[src/inc/pml_pkg.sv]
// shared constants and carrier types for the phy management register bank
package pml_pkg;

    // management frame fields
    localparam int PML_PREAMBLE_ONES = 32;
    localparam logic [1:0] PML_OP_READ = 2'h2;
    localparam logic [1:0] PML_OP_WRITE = 2'h1;
    localparam int PML_HEAD_BITS = 12;
    localparam int PML_DATA_BITS = 16;

    // management register indices (phy_register_select)
    localparam logic [4:0] PML_REG_BASIC_CONTROL = 5'h00;
    localparam logic [4:0] PML_REG_BASIC_STATUS = 5'h01;
    localparam logic [4:0] PML_REG_ID_HIGH = 5'h02;
    localparam logic [4:0] PML_REG_ID_LOW = 5'h03;
    localparam logic [4:0] PML_REG_AN_ADVERT = 5'h04;
    localparam logic [4:0] PML_REG_LP_ABILITY = 5'h05;
    localparam logic [4:0] PML_REG_CABLE_DIAG = 5'h1D;
    localparam logic [4:0] PML_REG_SPECIAL = 5'h1F;

    // basic control field positions
    localparam int PML_BC_FAR_LB = 14;
    localparam int PML_BC_FORCE100 = 13;
    localparam int PML_BC_AUTONEG_ENABLE_BIT = 12;
    localparam int PML_BC_POWER_DOWN = 11;
    localparam int PML_BC_AN_RESTART = 9;
    localparam int PML_BC_FULL_DUPLEX = 8;
    // basic status field positions
    localparam int PML_BS_AN_COMPLETE = 5;
    localparam int PML_BS_AN_CAPABLE = 3;
    localparam int PML_BS_LINK_UP = 2;
    localparam logic [15:0] PML_BS_FIXED = 16'h7800;
    // special control field position
    localparam int PML_SC_NEAR_LB = 1;
    // cable diagnostic start bit
    localparam int PML_CD_START = 15;
    // advertisement layout
    localparam logic [3:0] PML_ADV_ABILITY_RST = 4'hF;
    localparam logic [4:0] PML_ADV_SELECTOR = 5'h01;

    // switch-side register numbers
    localparam logic [7:0] PML_SW_GLOBAL_ADDR = 8'h0F;
    localparam logic [7:0] PML_SW_P1_CTRL_A = 8'h1A;
    localparam logic [7:0] PML_SW_P1_CTRL_B = 8'h1C;
    localparam logic [7:0] PML_SW_P1_CTRL_C = 8'h1D;
    localparam logic [7:0] PML_SW_P2_CTRL_A = 8'h2A;
    localparam logic [7:0] PML_SW_P2_CTRL_B = 8'h2C;
    localparam logic [7:0] PML_SW_P2_CTRL_C = 8'h2D;
    // switch-side field positions
    localparam int PML_SWA_NEAR_LB = 1;
    localparam int PML_SWB_AUTONEG_ENABLE_BIT = 7;
    localparam int PML_SWB_FORCE100 = 6;
    localparam int PML_SWB_FULL_DUPLEX = 5;
    localparam int PML_SWC_FAR_LB = 0;
    localparam int PML_SWC_POWER_DOWN = 3;
    localparam int PML_SWC_AN_RESTART = 5;
    localparam int PML_SWG_ADDR_LSB = 3;

    // reset values; base 1 gives the first phy address 1 and the second 2
    localparam logic [4:0] PML_PHY_BASE_RST = 5'h01;
    localparam logic PML_AUTONEG_ENABLE_BIT_RST = 1'b1;

    // received or transmitted nibble on one port
    typedef struct packed {
        logic valid;
        logic [3:0] nibble;
    } pml_line_t;

    // one decoded management frame
    typedef struct packed {
        logic wrStb;
        logic isRead;
        logic [4:0] phyAddr;
        logic [4:0] regAddr;
        logic [15:0] data;
    } pml_mgmt_req_t;

    // per-port controls handed to the phy
    typedef struct packed {
        logic force100;
        logic anEnable;
        logic powerDown;
        logic anRestart;
        logic fullDuplex;
        logic cableTest;
    } pml_phy_ctrl_t;

    typedef enum logic [2:0] {
        PML_ST_IDLE = 3'h0,
        PML_ST_START = 3'h1,
        PML_ST_HEAD = 3'h2,
        PML_ST_TURN = 3'h3,
        PML_ST_DATA = 3'h4
    } pml_frame_state_t;

endpackage

[src/core/pml_mdio_frame.sv]
// serial management frame engine, sampled on rising management clock edges
`timescale 1ns/1ps
module pml_mdio_frame import pml_pkg::*; (
    input wire logic mclk,
    input wire logic rstn,
    input wire logic mdcRise,
    input wire logic mdioBit,
    input wire logic addrHit,
    input wire logic [15:0] rdData,
    output pml_mgmt_req_t req,
    output logic mdioOut,
    output logic mdioOe
);
    pml_frame_state_t state_q;
    logic [5:0] ones_q;
    logic [4:0] cnt_q;
    logic [15:0] shift_q;

    always_ff @(posedge mclk) begin
        if (!rstn) begin
            state_q <= PML_ST_IDLE;
            ones_q <= 6'h00;
            cnt_q <= 5'h00;
            shift_q <= 16'h0000;
            req <= '0;
            mdioOut <= 1'b0;
            mdioOe <= 1'b0;
        end else begin
            req.wrStb <= 1'b0;
            if (mdcRise) begin
                case (state_q)
                    PML_ST_IDLE: begin
                        if (mdioBit) begin
                            if (ones_q != 6'(PML_PREAMBLE_ONES)) ones_q <= ones_q + 6'h01;
                        end else begin
                            // a short preamble is ignored rather than guessed at
                            if (ones_q == 6'(PML_PREAMBLE_ONES)) state_q <= PML_ST_START;
                            ones_q <= 6'h00;
                        end
                    end
                    PML_ST_START: begin
                        state_q <= mdioBit ? PML_ST_HEAD : PML_ST_IDLE;
                        cnt_q <= 5'h00;
                    end
                    PML_ST_HEAD: begin
                        shift_q <= {shift_q[14:0], mdioBit};
                        cnt_q <= cnt_q + 5'h01;
                        if (cnt_q == 5'(PML_HEAD_BITS - 1)) begin
                            req.isRead <= shift_q[10:9] == PML_OP_READ;
                            req.phyAddr <= shift_q[8:4];
                            req.regAddr <= {shift_q[3:0], mdioBit};
                            state_q <= PML_ST_TURN;
                            cnt_q <= 5'h00;
                        end
                    end
                    PML_ST_TURN: begin
                        cnt_q <= cnt_q + 5'h01;
                        if (cnt_q == 5'h00) begin
                            // drive the second turnaround bit low only when addressed
                            if (req.isRead && addrHit) begin
                                mdioOe <= 1'b1;
                                mdioOut <= 1'b0;
                            end
                        end else begin
                            state_q <= PML_ST_DATA;
                            cnt_q <= 5'h00;
                            mdioOut <= rdData[15];
                            shift_q <= {rdData[14:0], 1'b0};
                        end
                    end
                    PML_ST_DATA: begin
                        cnt_q <= cnt_q + 5'h01;
                        if (req.isRead) begin
                            mdioOut <= shift_q[15];
                            shift_q <= {shift_q[14:0], 1'b0};
                        end else begin
                            shift_q <= {shift_q[14:0], mdioBit};
                        end
                        if (cnt_q == 5'(PML_DATA_BITS - 1)) begin
                            mdioOe <= 1'b0;
                            mdioOut <= 1'b0;
                            state_q <= PML_ST_IDLE;
                            if (!req.isRead) begin
                                req.wrStb <= 1'b1;
                                req.data <= {shift_q[14:0], mdioBit};
                            end
                        end
                    end
                    default: state_q <= PML_ST_IDLE;
                endcase
            end
        end
    end
endmodule // pml_mdio_frame

[src/core/pml_phy_mgmt_regs.sv]
// per-phy management register view, switch-side mirrors and loopback paths
//
// Overview of operation
// software sets both ports to 100 Mbps first
// far-end: receive, turn at other port, retransmit
// switch regs 29/45 bit 0 enable far-end
// control bit 14 shares far-end enable state
// port 1 far-end loops port 2 traffic
// near-end: receive turned back at same port
// switch regs 26/42 bit 1 enable near-end
// special register bit 1 also enables near-end
// phy addresses default to 1 and 2
// global register 15 bits 7:3 reprogram addresses
// only registers 0-5, 1D, 1F implemented
// fixed meaning of each supported register
// switch bus reaches mirrors by own map
// control bit 12 autoneg enable, resets 1
// control bit 9 restarts autoneg, resets 0
// bits 13, 11, 8 speed, power, duplex
// control bits 15, 10, 7 read zero
`timescale 1ns/1ps
module pml_phy_mgmt_regs import pml_pkg::*; #(
    // identifier words; values are arbitrary
    parameter logic [15:0] ID_HIGH = 16'h5A5A,
    parameter logic [15:0] ID_LOW = 16'hC3C0
) (
    input wire logic mclk,
    input wire logic rstn,
    input wire logic mdc,
    input wire logic mdioIn,
    output logic mdioOut,
    output logic mdioOe,
    input wire logic swWrEn,
    input wire logic [7:0] swAddr,
    input wire logic [7:0] swWrData,
    output logic [7:0] swRdData,
    input wire logic [1:0] linkUp,
    input wire logic [1:0] anDone,
    input pml_line_t rxLine [2],
    input pml_line_t macTx [2],
    output pml_line_t txLine [2],
    output pml_line_t macRx [2],
    output pml_phy_ctrl_t phyCtrl [2]
);
    // synchronisers for pins from outside the clock domain
    logic mdcMeta_q, mdcSync_q, mdcLast_q;
    logic mdioMeta_q, mdioSync_q;
    logic [1:0] linkMeta_q, linkSync_q;
    logic [1:0] anMeta_q, anSync_q;
    logic mdcRise;

    // per-port control state; loopback and basic control bits shared by both register spaces, advertisement and cable test by frames only
    logic [1:0] farLb_q;
    logic [1:0] nearLb_q;
    logic [1:0] force100_q;
    logic [1:0] anEnable_q;
    logic [1:0] powerDown_q;
    logic [1:0] anRestart_q;
    logic [1:0] fullDuplex_q;
    logic [1:0] cableTest_q;
    logic [3:0] advAbility_q [2];
    logic [4:0] phyBase_q;

    pml_mgmt_req_t req;
    logic addrHit;
    logic reqPort;
    logic [15:0] rdData;
    logic swPort;
    logic swHitA, swHitB, swHitC;
    logic mdioWr;

    pml_line_t loopStage_q [2];

    // pin synchronisers
    always_ff @(posedge mclk) begin
        if (!rstn) begin
            mdcMeta_q <= 1'b0;
            mdcSync_q <= 1'b0;
            mdcLast_q <= 1'b0;
            mdioMeta_q <= 1'b1;
            mdioSync_q <= 1'b1;
        end else begin
            mdcMeta_q <= mdc;
            mdcSync_q <= mdcMeta_q;
            mdcLast_q <= mdcSync_q;
            mdioMeta_q <= mdioIn;
            mdioSync_q <= mdioMeta_q;
        end
    end

    always_ff @(posedge mclk) begin
        if (!rstn) begin
            linkMeta_q <= 2'h0;
            linkSync_q <= 2'h0;
            anMeta_q <= 2'h0;
            anSync_q <= 2'h0;
        end else begin
            linkMeta_q <= linkUp;
            linkSync_q <= linkMeta_q;
            anMeta_q <= anDone;
            anSync_q <= anMeta_q;
        end
    end

    // edge taken only from synchronised copies
    assign mdcRise = mdcSync_q & ~mdcLast_q;

    // address decoding
    // second phy sits one above the programmed base
    function automatic logic [4:0] phyAddrOf(input logic port, input logic [4:0] base);
        phyAddrOf = port ? 5'(base + 5'h01) : base;
    endfunction

    function automatic logic regSupported(input logic [4:0] ra);
        regSupported = (ra <= PML_REG_LP_ABILITY) || (ra == PML_REG_CABLE_DIAG)
            || (ra == PML_REG_SPECIAL);
    endfunction

    always_comb begin
        addrHit = 1'b0;
        reqPort = 1'b0;
        if (req.phyAddr == phyAddrOf(1'b0, phyBase_q)) begin
            addrHit = 1'b1;
        end else if (req.phyAddr == phyAddrOf(1'b1, phyBase_q)) begin
            addrHit = 1'b1;
            reqPort = 1'b1;
        end
    end

    assign mdioWr = req.wrStb && addrHit && regSupported(req.regAddr);

    // switch-side numbers differ from the management numbering
    always_comb begin
        swPort = (swAddr == PML_SW_P2_CTRL_A) || (swAddr == PML_SW_P2_CTRL_B)
            || (swAddr == PML_SW_P2_CTRL_C);
        swHitA = (swAddr == PML_SW_P1_CTRL_A) || (swAddr == PML_SW_P2_CTRL_A);
        swHitB = (swAddr == PML_SW_P1_CTRL_B) || (swAddr == PML_SW_P2_CTRL_B);
        swHitC = (swAddr == PML_SW_P1_CTRL_C) || (swAddr == PML_SW_P2_CTRL_C);
    end

    // management read view
    function automatic logic [15:0] basicControl(input logic p, input logic [1:0] far,
            input logic [1:0] f100, input logic [1:0] an, input logic [1:0] pd,
            input logic [1:0] rs, input logic [1:0] fd);
        logic [15:0] v;
        v = 16'h0000;
        v[PML_BC_FAR_LB] = far[p];
        v[PML_BC_FORCE100] = f100[p];
        v[PML_BC_AUTONEG_ENABLE_BIT] = an[p];
        v[PML_BC_POWER_DOWN] = pd[p];
        v[PML_BC_AN_RESTART] = rs[p];
        v[PML_BC_FULL_DUPLEX] = fd[p];
        basicControl = v;
    endfunction

    always_comb begin
        rdData = 16'h0000;
        case (req.regAddr)
            PML_REG_BASIC_CONTROL: begin
                rdData = basicControl(reqPort, farLb_q, force100_q, anEnable_q,
                    powerDown_q, anRestart_q, fullDuplex_q);
            end
            PML_REG_BASIC_STATUS: begin
                rdData = PML_BS_FIXED;
                rdData[PML_BS_AN_COMPLETE] = anSync_q[reqPort];
                rdData[PML_BS_AN_CAPABLE] = anEnable_q[reqPort];
                rdData[PML_BS_LINK_UP] = linkSync_q[reqPort];
            end
            PML_REG_ID_HIGH: rdData = ID_HIGH;
            PML_REG_ID_LOW: rdData = ID_LOW;
            PML_REG_AN_ADVERT: rdData = {7'h00, advAbility_q[reqPort], PML_ADV_SELECTOR};
            // partner ability is filled by the negotiation engine, not kept here
            PML_REG_LP_ABILITY: rdData = 16'h0000;
            PML_REG_CABLE_DIAG: rdData[PML_CD_START] = cableTest_q[reqPort];
            PML_REG_SPECIAL: rdData[PML_SC_NEAR_LB] = nearLb_q[reqPort];
            default: rdData = 16'h0000;
        endcase
    end

    pml_mdio_frame u_frame (
        .mclk(mclk),
        .rstn(rstn),
        .mdcRise(mdcRise),
        .mdioBit(mdioSync_q),
        .addrHit(addrHit),
        .rdData(rdData),
        .req(req),
        .mdioOut(mdioOut),
        .mdioOe(mdioOe)
    );

    // loopback enables; the management write is applied after the
    // switch-side write so a same-cycle collision keeps the frame value
    always_ff @(posedge mclk) begin
        if (!rstn) begin
            farLb_q <= 2'h0;
            nearLb_q <= 2'h0;
        end else begin
            if (swWrEn && swHitC) farLb_q[swPort] <= swWrData[PML_SWC_FAR_LB];
            if (swWrEn && swHitA) nearLb_q[swPort] <= swWrData[PML_SWA_NEAR_LB];
            if (mdioWr && req.regAddr == PML_REG_BASIC_CONTROL) begin
                farLb_q[reqPort] <= req.data[PML_BC_FAR_LB];
            end
            if (mdioWr && req.regAddr == PML_REG_SPECIAL) begin
                nearLb_q[reqPort] <= req.data[PML_SC_NEAR_LB];
            end
        end
    end

    // basic control mirrors
    always_ff @(posedge mclk) begin
        if (!rstn) begin
            force100_q <= 2'h0;
            anEnable_q <= {2{PML_AUTONEG_ENABLE_BIT_RST}};
            powerDown_q <= 2'h0;
            fullDuplex_q <= 2'h0;
        end else begin
            if (swWrEn && swHitB) begin
                anEnable_q[swPort] <= swWrData[PML_SWB_AUTONEG_ENABLE_BIT];
                force100_q[swPort] <= swWrData[PML_SWB_FORCE100];
                fullDuplex_q[swPort] <= swWrData[PML_SWB_FULL_DUPLEX];
            end
            if (swWrEn && swHitC) begin
                powerDown_q[swPort] <= swWrData[PML_SWC_POWER_DOWN];
            end
            if (mdioWr && req.regAddr == PML_REG_BASIC_CONTROL) begin
                anEnable_q[reqPort] <= req.data[PML_BC_AUTONEG_ENABLE_BIT];
                force100_q[reqPort] <= req.data[PML_BC_FORCE100];
                powerDown_q[reqPort] <= req.data[PML_BC_POWER_DOWN];
                fullDuplex_q[reqPort] <= req.data[PML_BC_FULL_DUPLEX];
            end
        end
    end

    // restart is a command: it holds for one cycle and then clears itself
    always_ff @(posedge mclk) begin
        if (!rstn) begin
            anRestart_q <= 2'h0;
        end else begin
            anRestart_q <= 2'h0;
            if (swWrEn && swHitC) begin
                anRestart_q[swPort] <= swWrData[PML_SWC_AN_RESTART];
            end
            if (mdioWr && req.regAddr == PML_REG_BASIC_CONTROL) begin
                anRestart_q[reqPort] <= req.data[PML_BC_AN_RESTART];
            end
        end
    end

    // address base, advertisement and cable test
    always_ff @(posedge mclk) begin
        if (!rstn) begin
            phyBase_q <= PML_PHY_BASE_RST;
        end else if (swWrEn && swAddr == PML_SW_GLOBAL_ADDR) begin
            phyBase_q <= swWrData[PML_SWG_ADDR_LSB +: 5];
        end
    end

    always_ff @(posedge mclk) begin
        if (!rstn) begin
            advAbility_q[0] <= PML_ADV_ABILITY_RST;
            advAbility_q[1] <= PML_ADV_ABILITY_RST;
            cableTest_q <= 2'h0;
        end else if (mdioWr) begin
            if (req.regAddr == PML_REG_AN_ADVERT) begin
                advAbility_q[reqPort] <= req.data[8:5];
            end
            if (req.regAddr == PML_REG_CABLE_DIAG) begin
                cableTest_q[reqPort] <= req.data[PML_CD_START];
            end
        end
    end

    // switch-side read port, one cycle latency
    always_ff @(posedge mclk) begin
        if (!rstn) begin
            swRdData <= 8'h00;
        end else begin
            swRdData <= 8'h00;
            if (swAddr == PML_SW_GLOBAL_ADDR) begin
                swRdData[PML_SWG_ADDR_LSB +: 5] <= phyBase_q;
            end else if (swHitA) begin
                swRdData[PML_SWA_NEAR_LB] <= nearLb_q[swPort];
            end else if (swHitB) begin
                swRdData[PML_SWB_AUTONEG_ENABLE_BIT] <= anEnable_q[swPort];
                swRdData[PML_SWB_FORCE100] <= force100_q[swPort];
                swRdData[PML_SWB_FULL_DUPLEX] <= fullDuplex_q[swPort];
            end else if (swHitC) begin
                swRdData[PML_SWC_FAR_LB] <= farLb_q[swPort];
                swRdData[PML_SWC_POWER_DOWN] <= powerDown_q[swPort];
                swRdData[PML_SWC_AN_RESTART] <= anRestart_q[swPort];
            end
        end
    end

    // loopback datapath
    // loopStage[o] models the turn at port o's PMD/PMA for traffic from
    // the other port; it adds one cycle, which a looped stream tolerates
    always_ff @(posedge mclk) begin
        if (!rstn) begin
            loopStage_q[0] <= '0;
            loopStage_q[1] <= '0;
        end else begin
            loopStage_q[0] <= farLb_q[0] ? rxLine[1] : '0;
            loopStage_q[1] <= farLb_q[1] ? rxLine[0] : '0;
        end
    end

    // speed is not checked: looping at 10 Mbps is left to software
    always_ff @(posedge mclk) begin
        if (!rstn) begin
            txLine[0] <= '0;
            txLine[1] <= '0;
            macRx[0] <= '0;
            macRx[1] <= '0;
        end else begin
            for (int p = 0; p < 2; p++) begin
                if (powerDown_q[p]) begin
                    txLine[p] <= '0;
                    macRx[p] <= '0;
                end else if (nearLb_q[p]) begin
                    txLine[p] <= rxLine[p];
                    macRx[p] <= '0;
                end else if (farLb_q[1 - p]) begin
                    txLine[p] <= loopStage_q[1 - p];
                    macRx[p] <= '0;
                end else begin
                    txLine[p] <= macTx[p];
                    macRx[p] <= rxLine[p];
                end
            end
        end
    end

    // controls to the phys, registered copies
    always_ff @(posedge mclk) begin
        if (!rstn) begin
            phyCtrl[0] <= '0;
            phyCtrl[1] <= '0;
        end else begin
            for (int p = 0; p < 2; p++) begin
                phyCtrl[p].force100 <= force100_q[p];
                phyCtrl[p].anEnable <= anEnable_q[p];
                phyCtrl[p].powerDown <= powerDown_q[p];
                phyCtrl[p].anRestart <= anRestart_q[p];
                phyCtrl[p].fullDuplex <= fullDuplex_q[p];
                phyCtrl[p].cableTest <= cableTest_q[p];
            end
        end
    end

endmodule // pml_phy_mgmt_regs

[config.mk]
export PLATFORM = sky130hd
export DESIGN_NAME = pml_phy_mgmt_regs
export DESIGN_NICKNAME = d
export VERILOG_FILES = /design/src/inc/pml_pkg.sv /design/src/core/pml_mdio_frame.sv /design/src/core/pml_phy_mgmt_regs.sv
export SDC_FILE = /design/constraint.sdc
export NUM_CORES = 1
export LEC_CHECK = 0
export BUFFER_PORTS_ARGS = -buffer_cell sky130_fd_sc_hd__buf_2
export CORE_UTILIZATION = 53
export DETAILED_ROUTE_END_ITERATION = 7
export PLACE_DENSITY = 0.74
export SLEW_MARGIN = 15
export SYNTH_ARGS = -nofsm -noshare
export SYNTH_HDL_FRONTEND = slang
export SYNTH_SLANG_ARGS = --single-unit
[constraint.sdc]
create_clock -name mclk -period 6.65 [get_ports mclk]
set_input_delay 1.33 -clock mclk [delete_from_list [all_inputs] [get_ports mclk]]
set_output_delay 1.33 -clock mclk [all_outputs]
set_load 0.01 [all_outputs]
Word level (Yosys, flattened, before mapping)
Memory sizes are Yosys's and may differ from the RTL's.
Cells that the tools add are included.
{"block": "word_totals", "n_memories": 2, "reg_bits": 134, "input_bits": 45, "mem_bits_rw": 18, "output_inout_bits": 42}
{"block": "classes", "n_bitwise": 9, "order_cmp": 5, "reduce_logical": 42, "n_mux": 130, "add_sub_neg": 3, "eq_ne": 34}
{"memory": "loopStage_q", "depth": 2, "word_bits": 5, "read_ports": 2, "rd_clocked_by_memory_dff": 0, "wr": 2, "line": "pml_phy_mgmt_regs.sv:72", "source": "pml_line_t loopStage_q [2];"}
{"memory": "advAbility_q", "depth": 2, "word_bits": 4, "read_ports": 1, "rd_clocked_by_memory_dff": 0, "wr": 2, "line": "pml_phy_mgmt_regs.sv:61", "source": "logic [3:0] advAbility_q [2];"}
{"op": "$pmux W13 S5", "n": 1}
{"op": "$mux W1", "n": 62}
{"op": "$mux W5", "n": 10}
{"op": "$pmux W16 S3", "n": 1}
{"op": "$mux W2", "n": 23}
{"op": "$bwmux W2", "n": 14}
{"op": "$eq A8 B5 Y1 const B", "n": 3}
{"op": "$eq A8 B6 Y1 const B", "n": 3}
{"op": "$mux W3", "n": 7}
{"op": "$pmux W5 S4", "n": 1}
{"op": "$mux W16", "n": 1}
{"op": "$pmux W3 S5", "n": 1}
{"op": "$mux W6", "n": 2}
{"op": "$ne A2 B1 Y1 const B", "n": 6}
{"op": "$reduce_and A4 Y1", "n": 3}
{"op": "$reduce_or A4 Y1", "n": 3}
{"op": "$logic_and A1 B1 Y1", "n": 11}
{"op": "$add A5 B1 Y5 const B", "n": 2}
{"op": "$eq A5 B2 Y1 const B", "n": 2}
{"op": "$eq A5 B4 Y1 const B", "n": 2}
{"op": "$eq A5 B5 Y1", "n": 2}
{"op": "$eq A5 B5 Y1 const B", "n": 2}
{"op": "$logic_not A5 Y1", "n": 2}
{"op": "$reduce_and A3 Y1", "n": 3}
{"op": "34 further kinds", "n": 56}

Longest topological paths before layout
{"block": "logic_depth", "ltp_word": 12, "ltp_mapped": 9}

Hierarchy
From an unflattened synthesis, not the netlist that was laid out.
{"block": "hier_totals", "cells_unflattened": 667, "area_unflattened_um2": 6692.7}
{"mod": "pml_phy_mgmt_regs", "n_inst": 1, "area_each_um2": 3891.2, "cells_per_inst": 385, "seq_area_each_um2": 1901.8}
{"mod": "pml_mdio_frame", "n_inst": 1, "area_each_um2": 2801.4, "cells_per_inst": 282, "seq_area_each_um2": 1201.2}

Worst setup path after synthesis
No wires, ideal clock.
{"block": "synth_path", "kind": "input-to-reg", "startpoint": "in swAddr[7]", "endpoint": "reg anEnable_q[1]", "setup_time_ns": 0.129, "cell_stages": 6, "setup_slack_ns": 3.700, "arrival_ns": 2.821, "n_path_buf": 0, "path_cell_list": "or2_2 > nor4_2 > and3_1 > mux2_2 > mux2i_1 > nand2_1"}
{"block": "synth_via", "elab_chain_cells": 12, "word_cells_on_any_way": 18, "classes_between": "2 x order compare; 4 x eq/ne; 7 x mux; 5 x reduce/logical"}
{"item": "start: declaration", "line": "pml_phy_mgmt_regs.sv:34", "source": "input wire logic [7:0] swAddr,"}
{"item": "$eq A8 B6 Y1, on equally long branches", "line": "pml_phy_mgmt_regs.sv:134, pml_phy_mgmt_regs.sv:137"}
{"item": "$logic_or A1 B1 Y1", "line": "pml_phy_mgmt_regs.sv:134", "source": "swPort = (swAddr == PML_SW_P2_CTRL_A) || (swAddr == PML_SW_P2_CTRL_B)"}
{"item": "$logic_or A1 B1 Y1", "line": "pml_phy_mgmt_regs.sv:135", "source": "|| (swAddr == PML_SW_P2_CTRL_C);"}
{"item": "$lt A1 B2 Y1 (implied by the code) / $ge A1 B1 Y1 (equally long branches)", "line": "pml_phy_mgmt_regs.sv:219", "source": "anEnable_q[swPort] <= swWrData[PML_SWB_AUTONEG_ENABLE_BIT];"}
{"item": "$logic_and A1 B1 Y1 (implied by the code)", "line": "pml_phy_mgmt_regs.sv:219"}
{"item": "$mux W1 (implied by the code)", "line": "pml_phy_mgmt_regs.sv:219"}
{"item": "$demux W1 S1", "line": "pml_phy_mgmt_regs.sv:219"}
{"item": "$bwmux W2", "line": "pml_phy_mgmt_regs.sv:219"}
{"item": "$mux W2 *", "line": "pml_phy_mgmt_regs.sv:218", "source": "if (swWrEn && swHitB) begin"}
{"item": "$mux W2 *", "line": "pml_phy_mgmt_regs.sv:212", "source": "if (!rstn) begin"}
{"item": "$bwmux W2", "line": "pml_phy_mgmt_regs.sv:227", "source": "anEnable_q[reqPort] <= req.data[PML_BC_AUTONEG_ENABLE_BIT];"}
{"item": "$mux W2 *", "line": "pml_phy_mgmt_regs.sv:226", "source": "if (mdioWr && req.regAddr == PML_REG_BASIC_CONTROL) begin"}
{"item": "end signal: assignment", "line": "pml_phy_mgmt_regs.sv:214", "source": "anEnable_q <= {2{PML_AUTONEG_ENABLE_BIT_RST}};"}
{"item": "end signal: indexed assignment", "line": "pml_phy_mgmt_regs.sv:219"}
{"item": "end signal: indexed assignment", "line": "pml_phy_mgmt_regs.sv:227"}
{"item": "end: declaration", "line": "pml_phy_mgmt_regs.sv:56", "source": "logic [1:0] anEnable_q;"}
Mark *: on every way between the ends. The rest lies on a longest branch, timed or not. The select of a mux whose other input is x is not followed.
A chain may end at the register's enable or synchronous reset.

Final worst setup path
{"block": "layout_path", "startpoint": "in swAddr[1]", "endpoint": "reg anEnable_q[1]"}
Same word-level chain as after synthesis.

==> results by stage <==
Worst setup path:
- The required time of the critical path is 6.94 ns.
- The critical path start-end classification is primary input to flop.
- The launch instance of the worst register-to-register path is phyBase_q[0].
- The nature of the critical path startpoint is a primary input.
- The worst register-to-register path ends at advAbility_q[1][1].
- In this run the worst path has a maximum fanout of 15.
- For flop-to-flop paths, the worst setup slack is 4.01 ns.
- The worst-case reg-to-reg path depth is 7.
- STA classifies the critical path endpoint as a flop.
- Data arrives at the worst endpoint at 3.46 ns.

Power:
- The power density over cell area is 261 nW/µm².
- For this design the static power due to leakage is 3.18 nW.
- The peak supply drop is 0.179 mV.
- The power after layout is 0.00191 W.

Finish:
- The layout-stage area growth over the synthesis result is 16.5%.
- Leaving out fill and tap cells, the most frequent cells in the layout are sky130_fd_sc_hd__dfxtp_1, sky130_fd_sc_hd__buf_2, sky130_fd_sc_hd__nor2_1.
- The most common cell after layout, fill and taps aside is sky130_fd_sc_hd__dfxtp_1.
- The final layout contains 790 nets.
- The filler cells instantiated in the layout total 951.
- The share of cells above drive strength 1 is 18.6%.
- 0 antenna diodes ended up in the layout.

GRT:
- Global routing finished with a remaining overflow of 0.
- Entering global routing, the biggest net connects 62 pins.
- The via count of the first global-routing pass is 4813.
- Across every metal layer, demand over resource in global routing totals 23.6%.
- The global-route wire length before repair is 23100 µm.
- The initial antenna violation count is 0.

Clock network:
- The CTS tree is built.
- The longest clock path from root to sink contains 2 buffers.
- The clock reaches the later pin of the worst-skew pair after 0.42 ns.
- The number of buffers inserted during clock tree synthesis is 17.
- The number of hold buffers added after cts is 0.
- The H-tree depth is 4.
- After clock tree synthesis, the repair step resized 0 gates.
- After clock tree synthesis, the clock-pin slew on the worst setup and hold paths is 0.06 ns.
- The root buffer cell chosen for the clock tree is sky130_fd_sc_hd__clkbuf_16.
- Counting every sink on the clock net gives 146.
- The number of buffers inserted by post-CTS setup repair is 0.

Timing:
- Of the available clock period, the critical path in the final layout requires 47.6%.
- Derived from the worst setup path, the maximum achievable clock frequency is 316 MHz.
- The worst path in the final design needs a cycle of 3.17 ns, including I/O delays and setup.
- Across all hold checks on the routed design, the worst slack comes to 0.413 ns.
- For the final database, setup skew stands at 0.00545 ns.
- Setup repair after global routing left no endpoint under its margin.
- The setup-violating endpoint count in the final report is 0.
- The normalized max-slew margin is 35.1%.
- Summed over all failing endpoints, the final setup total negative slack is 0 ns.
- The slew at the pin closest to its max-slew limit is 0.971 ns.
- The max-slew violation total from the final report is 0.
- The number of hold-slack violations in the final timing report is 0.

Routing:
- Wires add up to 14000 µm.
- The count of nets left with antenna violations after detail routing is 0.
- The first TritonRoute pass finished after 7 iterations.
- Using the TritonRoute via totals, the vias-per-cell ratio works out to 5.71.
- The final route contains 5108 vias.
- The number of remaining DRC errors is 26.
- The DRC marker count from the first detailed-route iteration is 382.
- The routed length per placed instance is 15.6 µm.

Logic synthesis:
- The synthesized netlist contains 61 unique library cells.
- The synthesis warning total is 0.
- Summed over all instances, the cell type with the most area after synthesis is sky130_fd_sc_hd__dfxtp_1.
- Summed over its instances, the top area cell type makes up 43.9% of the synthesized netlist area.
- The instance count of the mapped netlist is 672.
- The synthesized netlist occupies a cell area of 6290 µm².
- In the post-synthesis netlist, the biggest area contributors are sky130_fd_sc_hd__dfxtp_1, sky130_fd_sc_hd__mux2i_1, sky130_fd_sc_hd__nor2_1.
- Counting flops with an async set or reset pin after synthesis yields a share of 0%.
- The most used flip-flop cell after synthesis is sky130_fd_sc_hd__dfxtp_1.
- Each instance of the synthesized netlist takes up on average 9.37 µm².
- The number of flip-flops and latches in the synthesized netlist is 146.
- The share of synthesized area occupied by flip-flops and latches is 47.7%.
- The number of enable-type register cells in the synthesized netlist is 8.
- The net count after synthesis is 723.

Min path:
- The path class of the lowest-slack min-delay path is flop to flop.
- For hold timing, the worst endpoint is mdioSync_q.
- The worst hold path depth is 1.
- The worst hold path begins at mdioMeta_q.

Floorplan:
- The chip width is 111 µm.
- The region available for standard cell placement spans 11500 µm².
- The number of top-level pins is 87.
- The floorplan has 39 rows.
- The die is 111 µm tall.
- The area enclosed by the die boundary is 12300 µm².
- The starting density of the core is 54.7%.

Job:
- The number of max-capacitance violations reported is 0.

Placement:
- During placement, the flow inserted port buffers numbering 84.
- The global placer's final weighted congestion is 0.838.
- The final HPWL from detailed placement is 9450 µm.

Run status:
- The checks that failed: design-rule violations.
- The flow ran to the end, but the final reports show violations.
## synthesized netlist by cell type (6+ instances only)
library cell               number
sky130_fd_sc_hd__dfxtp_1      138
sky130_fd_sc_hd__xnor2_1       11
sky130_fd_sc_hd__nand2_1       50
sky130_fd_sc_hd__and2_1        36
sky130_fd_sc_hd__ha_1           6
sky130_fd_sc_hd__xor2_1         8
sky130_fd_sc_hd__nor4_1         7
sky130_fd_sc_hd__or3_1          7
sky130_fd_sc_hd__nand2b_1      22
sky130_fd_sc_hd__mux2i_1       61
sky130_fd_sc_hd__nor3b_1        7
sky130_fd_sc_hd__a211oi_1      12
sky130_fd_sc_hd__clkbuf_1      29
sky130_fd_sc_hd__and3_1        15
sky130_fd_sc_hd__nand3_1       22
sky130_fd_sc_hd__o21ai_0       21
sky130_fd_sc_hd__inv_1          7
sky130_fd_sc_hd__nor2_1        81
sky130_fd_sc_hd__nor3_1        13
sky130_fd_sc_hd__mux2_2        10
sky130_fd_sc_hd__a21oi_1       30
sky130_fd_sc_hd__edfxtp_1       8
## final cells by class
type | instances | area [µm²] | area share, %
clock buffer | 18 | 439 | 5.99
clock inverter | 14 | 155 | 2.12
inverter | 8 | 30.0 | 0.410
multi-input combinational | 480 | 3090 | 42.2
sequential | 146 | 3000 | 41.0
tap | 143 | 179 | 2.44
timing repair buffer | 86 | 435 | 5.94
## per-stage QoR
stage | cells | cell area (µm²) | utilization, % | setup slack [ns]
floorplan | 672 | 6290 | - | 3.70
global placement | 863 | 6730 | 58.5 | 3.15
detailed placement | 863 | 6730 | 58.5 | 3.07
CTS | 895 | 7330 | 63.6 | 3.52
global route | 895 | 7330 | 63.7 | 3.32
finish | 895 | 7330 | 63.7 | 3.48
## report_power, final
part           switching (W)  internal (W)
sequential        0.00000378      0.000894
clock               0.000379      0.000567
combinational      0.0000405     0.0000262
total               0.000423       0.00149
## worst max-delay path by stage
stage | start | end | cells after the start
detailed placement | swAddr[1] | anEnable_q[1] | 7
floorplan | swAddr[7] | anEnable_q[1] | 6
finish | swAddr[1] | anEnable_q[1] | 7
global route | rstn | txLine[4] | 6
CTS | swAddr[1] | anEnable_q[1] | 7
global placement | swAddr[2] | anEnable_q[1] | 7
## worst max-delay path: stages
cell and delay, ns:
sky130_fd_sc_hd__buf_2 0.14, sky130_fd_sc_hd__or3b_1 0.41, sky130_fd_sc_hd__a211oi_4 0.67, sky130_fd_sc_hd__and3_1 0.34, sky130_fd_sc_hd__mux2_2 0.36, sky130_fd_sc_hd__mux2i_1 0.14, sky130_fd_sc_hd__nand2_1 0.07
## layer usage
metal / GRT usage (%) / part of all wire [%] / vias up
li1: - / - / 2489
met1: 29.7 / 45 / 2420
met2: 38.7 / 48 / 176
met3: 5.69 / 5.8 / 23
met4: 9.95 / 1.8 / 0
met5: 0 / 0 / -
## state kept, by name (all words and copies together) (netlist names), 6 cells and up
name	flops
u_frame.req	23
u_frame.shift_q	16
phyCtrl	12
loopStage_q	10
macRx	10
txLine	10
advAbility_q	8
swRdData	7
u_frame.ones_q	6
## logic make-up after synthesis
kind of cell    after synthesis  synth area share [%]
buf+inv                      46                  3.26
other cells                   1                0.0596
simple gates                288                  23.8
mux                          72                  11.7
xor+xnor                     19                  2.64
fa+ha+maj                     6                  1.19
compound gates               94                  9.66
flops                       146                  47.7
Power figures use the tool's default switching activity.
